`config.mk`:
```
export PLATFORM = sky130hd
export DESIGN_NAME = apc_analog_pin_config
export DESIGN_NICKNAME = d
export VERILOG_FILES = /design/src/design/apc_pkg.sv /design/src/design/apc_analog_pin_config.sv
export SDC_FILE = /design/constraint.sdc
export NUM_CORES = 1
export LEC_CHECK = 0
export ABC_AREA = 1
export BUFFER_PORTS_ARGS = -buffer_cell sky130_fd_sc_hd__buf_2
export CORE_ASPECT_RATIO = 0.9
export CORE_UTILIZATION = 53
export CTS_BUF_LIST = sky130_fd_sc_hd__clkbuf_2
export CTS_CLUSTER_SIZE = 40
export DETAILED_ROUTE_END_ITERATION = 12
export GPL_ROUTABILITY_DRIVEN = 0
export PLACE_DENSITY_LB_ADDON = 0.2
export SLEW_MARGIN = 5
export SYNTH_ARGS = -nofsm -noshare
export SYNTH_HDL_FRONTEND = slang
export SYNTH_SLANG_ARGS = --single-unit
```
`constraint.sdc`:
```
create_clock -name clk -period 1.4 [get_ports clk]
set_input_delay 0.28 -clock clk [delete_from_list [all_inputs] [get_ports clk]]
set_output_delay 0.28 -clock clk [all_outputs]
set_load 0.01 [all_outputs]
```
`src/design/apc_pkg.sv`:
```
// Purpose: Shared constants for the analog pin configuration block.
// Assumes: AXI4-Lite register access with 32-bit data words.
// Notes:   Offsets are byte addresses of aligned words.
package apc_pkg;

	localparam int          APC_NPINS         = 16;
	localparam int          APC_ADDR_W        = 4;
	localparam logic [3:0]  APC_OFS_FIRST     = 4'h0;
	localparam logic [3:0]  APC_OFS_SECOND    = 4'h4;
	localparam logic [3:0]  APC_OFS_DISABLE   = 4'h8;
	localparam logic [3:0]  APC_OFS_STATUS    = 4'hc;
	localparam logic [15:0] APC_SEL_RESET     = 16'h0000;
	localparam int          APC_DIS_FIRST_BIT = 0;
	localparam int          APC_DIS_SECOND_BIT = 1;
	localparam logic [1:0]  APC_DIS_RESET     = 2'h0;
	localparam logic [1:0]  APC_RESP_OKAY     = 2'h0;
	localparam logic [1:0]  APC_RESP_SLVERR   = 2'h2;

endpackage

```
`src/design/apc_analog_pin_config.sv`:
```
// Purpose: Per-pin analog/digital mode selection for sixteen shared pins.
// Assumes: pin_level comes from pads, outside the clock domain.
// Notes:   Disabled converter does not sample; its mux is grounded too.
//
// Register access over AXI4-Lite and the register offsets were chosen for this implementation.
`timescale 1ns/1ps

module apc_analog_pin_config #(
	parameter int NUM_INPUTS    = 16,
	parameter bit TWO_CONVERTERS = 1'b1
) (
	input  wire logic                           clk,
	input  wire logic                           resetn,
	input  wire logic [apc_pkg::APC_ADDR_W-1:0] s_axi_awaddr,
	input  wire logic                           s_axi_awvalid,
	output logic                                s_axi_awready,
	input  wire logic [31:0]                    s_axi_wdata,
	input  wire logic [3:0]                     s_axi_wstrb,
	input  wire logic                           s_axi_wvalid,
	output logic                                s_axi_wready,
	output logic [1:0]                          s_axi_bresp,
	output logic                                s_axi_bvalid,
	input  wire logic                           s_axi_bready,
	input  wire logic [apc_pkg::APC_ADDR_W-1:0] s_axi_araddr,
	input  wire logic                           s_axi_arvalid,
	output logic                                s_axi_arready,
	output logic [31:0]                         s_axi_rdata,
	output logic [1:0]                          s_axi_rresp,
	output logic                                s_axi_rvalid,
	input  wire logic                           s_axi_rready,
	input  wire logic [15:0]                    pin_level,
	output logic [15:0]                         port_read_data,
	output logic [15:0]                         port_read_enable,
	output logic [15:0]                         first_mux_to_ground,
	output logic [15:0]                         second_mux_to_ground
);
	import apc_pkg::*;

	// Channels that physically exist; the checks use it to leave absent pins alone.
	localparam logic [15:0] PRESENT_MASK = 16'((32'h1 << NUM_INPUTS) - 32'h1);

	logic [15:0] first_converter_pin_select_r;
	logic [15:0] second_converter_pin_select_r;
	logic [1:0]  converter_module_disable_r;
	logic [15:0] pin_sync1_r;
	logic [15:0] pin_sync2_r;
	logic [15:0] digital_mode;
	logic [15:0] present;
	logic [15:0] first_dig;
	logic [15:0] second_dig;
	logic        aw_held_r;
	logic        w_held_r;
	logic [3:0]  awaddr_r;
	logic [31:0] wdata_r;
	logic [3:0]  wstrb_r;
	logic        do_write;
	logic [31:0] wr_mask;

	// Write address and data are latched independently, in either order.
	assign s_axi_awready = !aw_held_r && !s_axi_bvalid;
	assign s_axi_wready  = !w_held_r && !s_axi_bvalid;
	assign do_write      = aw_held_r && w_held_r;
	assign wr_mask       = {{8{wstrb_r[3]}}, {8{wstrb_r[2]}}, {8{wstrb_r[1]}}, {8{wstrb_r[0]}}};

	always_ff @(posedge clk or negedge resetn) begin
		if (!resetn) begin
			aw_held_r <= 1'b0;
			w_held_r  <= 1'b0;
			awaddr_r  <= 4'h0;
			wdata_r   <= 32'h0000_0000;
			wstrb_r   <= 4'h0;
		end else begin
			if (s_axi_awvalid && s_axi_awready) begin
				aw_held_r <= 1'b1;
				awaddr_r  <= s_axi_awaddr;
			end else if (do_write) begin
				aw_held_r <= 1'b0;
			end
			if (s_axi_wvalid && s_axi_wready) begin
				w_held_r <= 1'b1;
				wdata_r  <= s_axi_wdata;
				wstrb_r  <= s_axi_wstrb;
			end else if (do_write) begin
				w_held_r <= 1'b0;
			end
		end
	end

	// Write response: one cycle after both halves are in, OKAY or SLVERR.
	always_ff @(posedge clk or negedge resetn) begin
		if (!resetn) begin
			s_axi_bvalid <= 1'b0;
			s_axi_bresp  <= APC_RESP_OKAY;
		end else if (do_write) begin
			s_axi_bvalid <= 1'b1;
			if (awaddr_r == APC_OFS_FIRST || awaddr_r == APC_OFS_SECOND ||
			    awaddr_r == APC_OFS_DISABLE || awaddr_r == APC_OFS_STATUS) begin
				s_axi_bresp <= APC_RESP_OKAY;
			end else begin
				s_axi_bresp <= APC_RESP_SLVERR;
			end
		end else if (s_axi_bready) begin
			s_axi_bvalid <= 1'b0;
		end
	end

	// Register stores; all sixteen bits stay writable regardless of variant.
	always_ff @(posedge clk or negedge resetn) begin
		if (!resetn) begin
			first_converter_pin_select_r  <= APC_SEL_RESET;
			second_converter_pin_select_r <= APC_SEL_RESET;
			converter_module_disable_r    <= APC_DIS_RESET;
		end else if (do_write) begin
			if (awaddr_r == APC_OFS_FIRST) begin
				first_converter_pin_select_r <= (first_converter_pin_select_r & ~wr_mask[15:0])
					| (wdata_r[15:0] & wr_mask[15:0]);
			end else if (awaddr_r == APC_OFS_SECOND) begin
				second_converter_pin_select_r <= (second_converter_pin_select_r & ~wr_mask[15:0])
					| (wdata_r[15:0] & wr_mask[15:0]);
			end else if (awaddr_r == APC_OFS_DISABLE && wstrb_r[0]) begin
				converter_module_disable_r <= wdata_r[1:0];
			end
		end
	end

	// Read channel: registered data, status word shows effective pin modes.
	assign s_axi_arready = !s_axi_rvalid;

	always_ff @(posedge clk or negedge resetn) begin
		if (!resetn) begin
			s_axi_rvalid <= 1'b0;
			s_axi_rdata  <= 32'h0000_0000;
			s_axi_rresp  <= APC_RESP_OKAY;
		end else if (s_axi_arvalid && s_axi_arready) begin
			s_axi_rvalid <= 1'b1;
			s_axi_rresp  <= APC_RESP_OKAY;
			if (s_axi_araddr == APC_OFS_FIRST) begin
				s_axi_rdata <= {16'h0000, first_converter_pin_select_r};
			end else if (s_axi_araddr == APC_OFS_SECOND) begin
				s_axi_rdata <= {16'h0000, second_converter_pin_select_r};
			end else if (s_axi_araddr == APC_OFS_DISABLE) begin
				s_axi_rdata <= {30'h0000_0000, converter_module_disable_r};
			end else if (s_axi_araddr == APC_OFS_STATUS) begin
				s_axi_rdata <= {16'h0000, digital_mode};
			end else begin
				s_axi_rdata <= 32'h0000_0000;
				s_axi_rresp <= APC_RESP_SLVERR;
			end
		end else if (s_axi_rready) begin
			s_axi_rvalid <= 1'b0;
		end
	end

	// Pad levels pass two flip-flops before any gating reads them.
	always_ff @(posedge clk or negedge resetn) begin
		if (!resetn) begin
			pin_sync1_r <= 16'h0000;
			pin_sync2_r <= 16'h0000;
		end else begin
			pin_sync1_r <= pin_level;
			pin_sync2_r <= pin_sync1_r;
		end
	end

	// Per-channel mode: disabled converter counts as digital; both must agree.
	for (genvar x = 0; x < APC_NPINS; x++) begin : g_pin
		assign present[x]    = (x < NUM_INPUTS);
		assign first_dig[x]  = converter_module_disable_r[APC_DIS_FIRST_BIT]
			|| first_converter_pin_select_r[x];
		assign second_dig[x] = !TWO_CONVERTERS
			|| converter_module_disable_r[APC_DIS_SECOND_BIT]
			|| second_converter_pin_select_r[x];
		assign digital_mode[x] = !present[x] || (first_dig[x] && second_dig[x]);
		assign first_mux_to_ground[x]  = present[x] && first_dig[x];
		assign second_mux_to_ground[x] = present[x] && second_dig[x];
	end

	// Read path enabled only in digital mode; analog pins read zero.
	assign port_read_enable = digital_mode;

	always_ff @(posedge clk or negedge resetn) begin
		if (!resetn) begin
			port_read_data <= 16'h0000;
		end else begin
			port_read_data <= pin_sync2_r & digital_mode;
		end
	end
endmodule

```
==> metrics.cfg, run 1 <==
[run_status]
failed_checks=setup timing
status=complete, but fails checks

[floorplan]
die_area_mm2=0.01044
fp.dieH_um=97.05
pin_count=172
placementRows=34
start_util=0.5485
core_mm2=0.009699
die_w_um=107.6

[timing]
setup_slack_ns=-0.6771
fin_crit_ns=2.077
fin_skew_ns=0.03854
period_share=1.484
drv_slew=0
fmaxAchievable_mhz=481.4
holdWs_ns=0.04414
finalHoldViolCount=0
fin_setup_tns_ns=-31.98
finalSetupViolCount=111
rsz0062_at_grt=yes

[cts]
worstSkewPairLatency_ns=0.68
clkTransAtPathRegs_ns=0.18
clockBufferDepth=2
cts.htree.levels=4
cts_inserted_buffers=17
cts_tree=yes
root_buffer=clkbuf_2
cts_sinks=126

[final_layout]
antenna_cells=0
syn2layout_area_growth_pct=47.34
final_nets=906
n_fill_cell=573
drive_above_1_share=0.3697
post-route-util=0.8082
design_area_mm2=0.007839

[power_and_ir_drop]
vdd_ir_drop_max_v=0.001140
pwr_density_cell_mw_per_mm2=1630
p_leak_uw=0.004419
power.total_uw=12780

[detailed_routing]
post_drt_wl_per_cell_um=15.75
drc=0
routed_wl_um=15400
via_per_inst=5.031
drtPass1Iterations=5
vias=4920
antenna_left=0
drt_iter0_drc=333

[setup_path]
end_kind=output pin
cp_max_fo=6
cp-start-kind=flop
slowest_delay_ns=0.50
critPathSlowestCell=dfrtp_2
cp.arrival_ns=1.80
critPathKind=flop to output pin
startpoint=converter_module_disable_r[0]$_DFFE_PN0P_
cp_cell_sequence=clkinvlp_4 -> a21oi_2 -> buf_2
reg2reg_depth=8
r2r-start=aw_held_r$_DFFE_PN0P_
worstPathRequired_ns=1.12

[yosys]
synthMuxAreaShare=0
syn-cell-area_mm2=0.005320
syn_inst=593
yosys.area_share.simple=0.2152
synth_fa_ha_area_frac=0
ys_seq_area_frac=0.5927
yosys_register_bits=126
synth_top_family_by_area=simple AND/OR/NAND/NOR gates
synth_compound_area_frac=0.08561
synth.avg_cell_area_um2=8.972
synth-xor-area-share=0
synth_cell_types=24
yosysWarningCount=0

[grt]
antenna_found_initial=0
grt_pass1_wl_um=23680
track_usage=0.2967
grt_max_degree=37
overflow=0
grt_pass1_vias=4792

[placed_design]
hpwl_um=9351
port_buffers=135
dpl_cell_area_mm2=0.006217

[min_path]
min_from=s_axi_araddr[2]
hp-class=input port to flop
whs_path_depth=6

[run]
max_cap_viol_count=0

layout by cell type (no fill, tap or decap), types with 3 or more instances in the layout:
cell           netlist  routed
buf_6                4      43
dfrtp_1            126     124
dlygate4sd3_1        0      45
clkinv_4             0       3
buf_4               19      48
nor2_4               2      19
a21oi_2              0      13
a21oi_1             35      22
nand2_1            155     141
clkbuf_2             0      18
nor2_1              55      34
nand2_2              2       6
nand3_1              8       7
o21ai_2              8       8
nand4_1             18      18
o21ai_1             18      20
buf_12               0       9
inv_2                2      12
clkinvlp_4           0       5
and3_1              14      14
nor2_2               3       7
nand2_4              0      10
buf_2               12      98
conb_1               1      18
o21ai_0             24      22
inv_1               80      68
through the flow:
| step | setup slack [ns] | instances |
|---|---|---|
| floorplan | 0.1312 | 610 |
| global placement | 0.04391 | 856 |
| detailed placement | -0.06176 | 856 |
| CTS | -0.6372 | 961 |
| global route | -0.7873 | 978 |
| finish | -0.6771 | 978 |
cell usage after synthesis, drive strengths merged:
master | number | area share
nand2 | 157 | 0.11
dfrtp | 126 | 0.59
inv | 82 | 0.058
nor2 | 60 | 0.047
o21ai | 50 | 0.053
a21oi | 35 | 0.033
buf | 35 | 0.047
nand4 | 19 | 0.025
and3 | 14 | 0.016
nand3 | 9 | 0.0094
clkbuf | 2 | 0.0014
nor3b | 2 | 0.0028
conb | 1 | 0.00070
nor3 | 1 | 0.0031
power breakdown:
part | total, uW | internal [uW] | switching (uW)
clock | 2220 | 823 | 1400
combinational | 5420 | 2470 | 2950
sequential | 5140 | 4400 | 744
total | 12800 | 7690 | 5090
final timing paths:
path	end	slack [ns]
setup reg to reg	flop	-0.07
hold / removal	s_axi_rdata[0]$_DFFE_PN0P_	0.04
setup / recovery	port_read_enable[6]	-0.68
min in group asynchronous	pin_sync1_r[14]$_DFF_PN0_	0.15
max in group asynchronous	port_read_data[7]$_DFF_PN0_	0.40
hold reg to reg	pin_sync2_r[6]$_DFF_PN0_	0.37
kinds of logic after synthesis:
logic type	after synthesis
buffers and inverters	119
DFF	126
AOI/OAI and AO/OA	85
and+or+nand+nor	262
other	1
worst max-delay path: cells and delay by family, from the launching register on:
family          cells  cell delay, ns
compound gates      1            0.22
buf+inv             2            0.42
flops               1            0.50
metal layers:
layer,part of all wire,up-vias,GRT usage
met5,0,-,0
met4,0.015,0,0.09062
met3,0.063,26,0.07008
met2,0.50,219,0.4852
met1,0.43,2352,0.3920
li1,-,2323,-
repair_timing:
action                                  in CTS  in global routing
gates resized for setup                     90                 54
endpoints found under the setup margin      96                123
buffers inserted                            26                 17
hold buffers                                45                  0
hold endpoints to repair                   167                  0
pin swaps                                   12                 11
cloned                                       2                  1
area by class of cell:
cell class                 count  area [um^2]  area share
timing repair inverter         1        7.507   0.0009577
inverter                      82        314.1     0.04006
timing repair buffer         245         2006      0.2559
tap                          126        157.7     0.02011
multi-input combinational    366         1964      0.2506
clock inverter                14        143.9     0.01836
sequential                   126         3156      0.4026
clock buffer                  18        90.09     0.01149
(Power assumes the default switching activity.)
==> run 2, diff against run 1 <==
ABC_AREA = unset   (was 1)
CAP_MARGIN = 10   (was unset)
CORE_UTILIZATION = 55   (was 53)
clock period = 2.48 ns   (was 1.4 ns; I/O delays follow)
==> run 2 against run 1 <==
Effect of this change: the flow now finishes without violations; non-clock buffer count down 74; sequential cell count unchanged; register-to-register slack better by 0.65 ns; global-route usage down 5.3 points; via count down 27%; area after synthesis down 2.4%; design area down 19%.
==> metrics.cfg, run 2 <==
[timing]
fmaxAchievable_mhz=429.7
fin_crit_ns=2.327
slew_headroom=0.4647
period_share=0.9383
holdWs_ns=0.08367  ; +0.03953 ns
worst_pin_slew_ns=0.7970
finalHoldViolCount=0  ; unchanged
fin_setup_tns_ns=0  ; +31.98 ns
rsz0062_at_grt=no
fin_skew_ns=0.03286  ; -0.005678 ns
setup_slack_ns=0.1530  ; +0.8301 ns
drv_slew=0  ; unchanged
finalSetupViolCount=0  ; -100%

[detailed_routing]
drc=0  ; unchanged
drtPass1Iterations=4  ; -1
antenna_left=0  ; unchanged
post_drt_wl_per_cell_um=16.17  ; +2.7%
vias=3576  ; -27%
via_per_inst=5.101  ; +1.4%
routed_wl_um=11330  ; -26%
drt_iter0_drc=80  ; -76%

[yosys]
synth_area_leaders=dfrtp_1 (61%), mux2_2 (12%), or2_2 (3.7%), buf_4 (2.6%), o22a_1 (2.4%)
yosysTopAreaCellShare=0.6069  ; +0.01427
syn-cell-area_mm2=0.005195  ; -2.4%
ys_seq_area_frac=0.6069  ; +0.01427
async_flop_share=1.000  ; unchanged
yosysMostFrequentCell=dfrtp_1
synth_cell_types=37  ; +54%
synth.top_cells.by_count=dfrtp_1 (126), mux2_2 (54), or2_2 (31)
syn_inst=399  ; -33%
yosys.area.top_type=dfrtp_1
yosys_register_bits=126  ; unchanged
synth.avg_cell_area_um2=13.02  ; +45%
yosysWarningCount=0  ; unchanged
synthFlopType=dfrtp_1
synth_edf_count=0  ; unchanged

[power_and_ir_drop]
switching_share=0.3578  ; -0.04067
pwr_density_cell_mw_per_mm2=1040  ; -36%
p_leak_uw=0.003498  ; -21%
vdd_ir_drop_max_v=0.0007638  ; -33%
pwr-share-clk=0.160  ; -0.014
p_seq_frac=0.455  ; +0.053
p_int_uw=4257  ; -45%
power.total_uw=6629  ; -48%
comb_power_share=0.385  ; -0.039
power_switching_uw=2372  ; -53%

[final_layout]
final_nets=633  ; -30%
syn2layout_area_growth_pct=22.74
layout.cells.non_filler=701  ; -28%
antenna_cells=0  ; unchanged
mostFrequentLayoutCells=buf_2 (134), dfrtp_1 (124), mux2_2 (54)
drive_above_1_share=0.4715  ; +0.1018
final_common_cell=buf_2

[cts]
clockBufferDepth=2  ; unchanged
worstSkewPairLatency_ns=0.64  ; -0.04 ns
cts_inserted_buffers=17  ; unchanged
cts.htree.levels=4  ; unchanged
root_buffer=clkbuf_2
cts_tree=yes
cts_sinks=126  ; unchanged
clkTransAtPathRegs_ns=0.20  ; +0.02 ns

[setup_path]
critPathKind=flop to output pin
cp.arrival_ns=1.83  ; +0.03 ns
end_kind=output pin
cp-start-kind=flop
worstPathRequired_ns=1.98  ; +0.86 ns
cp_max_fo=18  ; +12

[floorplan]
fp.dieH_um=94.20  ; -2.9%
die_w_um=104.4  ; -2.9%
placementRows=33  ; -2.9%
pin_count=172  ; unchanged
die_area_mm2=0.009839  ; -5.8%
start_util=0.5693  ; +0.02081
core_mm2=0.009125  ; -5.9%

[grt]
grt_pass1_wl_um=18070  ; -24%
overflow=0  ; unchanged
antenna_found_initial=0  ; unchanged
grt_max_degree=53  ; +43%
track_usage=0.2435  ; -0.05325
grt_pass1_vias=3573  ; -25%

[placed_design]
port_buffers=135  ; unchanged
placed_cells=640  ; -25%
dp_slack_ns=0.5215  ; +0.5832 ns
hpwl_um=7526  ; -20%

[run]
max_cap_viol_count=0  ; unchanged

[run_status]
status=finished, final reports clean

[min_path]
hp-class=input port to flop

[run 2: cell types whose count changed after synthesis, moves of 18 or more]
| cell | previous run | this run |
|---|---|---|
| nand2_1 | 155 | 15 |
| inv_1 | 80 | 7 |
| mux2_2 | 0 | 54 |
| nor2_1 | 55 | 18 |
| a21oi_1 | 35 | 4 |
| or2_2 | 0 | 31 |
| o21ai_0 | 24 | 2 |
| and2_1 | 0 | 18 |
| nand4_1 | 18 | 0 |
| o21ai_1 | 18 | 0 |
[run 2: final cells by class]
type	count	area (um^2)
repair buffers	171	1027
multi-input cells	243	1817
well taps	122	152.6
fillers	683	2749
clock inverters	13	100.1
clock buffers	19	95.09
flip-flops and latches	126	3158
inverters	7	26.28
[run 2: kinds of logic after synthesis]
family / synth area share
simple gates: 0.1286
buf+inv: 0.05564
mux: 0.1267
other cells: 0.0007219
flops: 0.6069
compound gates: 0.08141
[run 2: worst paths after layout]
kind,from,slack (ns),endpoint,cells after the start
min reg2reg,pin_sync1_r[8]$_DFF_PN0_,0.37,pin_sync2_r[8]$_DFF_PN0_,0
max,converter_module_disable_r[1]$_DFFE_PN0P_,0.15,second_mux_to_ground[14],3
min,s_axi_wdata[12],0.08,wdata_r[12]$_DFFE_PN0P_,2
max reg2reg,awaddr_r[3]$_DFFE_PN0P_,0.58,flop,3
min in group asynchronous,resetn,0.34,asynchronous set/reset pin,2
max in group asynchronous,resetn,1.40,pin_sync2_r[2]$_DFF_PN0_,3
[run 2: timing repair]
item	CTS	global route
endpoints found under the setup margin	41	19
setup buffers	0	7
endpoints found under the hold margin	66	2
hold buffers	20	2
gates resized for setup	3	1
[run 2: per-stage QoR]
stage / utilization / cell area, um^2
2_1_floorplan: - / 5259
3_3_place_gp: 0.6461 / 5896
3_5_place_dp: 0.6461 / 5896
4_1_cts: 0.6900 / 6296
5_1_grt: 0.6988 / 6376
6_report: 0.6988 / 6376
[run 2: layer usage]
metal,vias to the layer above,GRT usage,routed length [um]
li1,1679,-,-
met1,1781,0.3126,5001
met2,109,0.4012,5625
met3,7,0.07490,638
met4,0,0.06786,68
met5,-,0,0
[run 2: critical path, stage by stage (launching register included)]
cell	delay, ns
dfrtp_2	0.53
buf_6	0.19
or2_2	0.31
buf_2	0.14
[run 2: power by group through the flow]
| stage | clock network [uW] | logic, uW | registers, uW |
|---|---|---|---|
| after CTS | 1100 | 2400 | 3070 |
| after detailed placement | 0 | 2360 | 3100 |
| after floorplan | 0 | 1590 | 2920 |
| final | 1060 | 2550 | 3010 |
| after global placement | 0 | 2310 | 3060 |
| after global routing | 1190 | 2800 | 3080 |
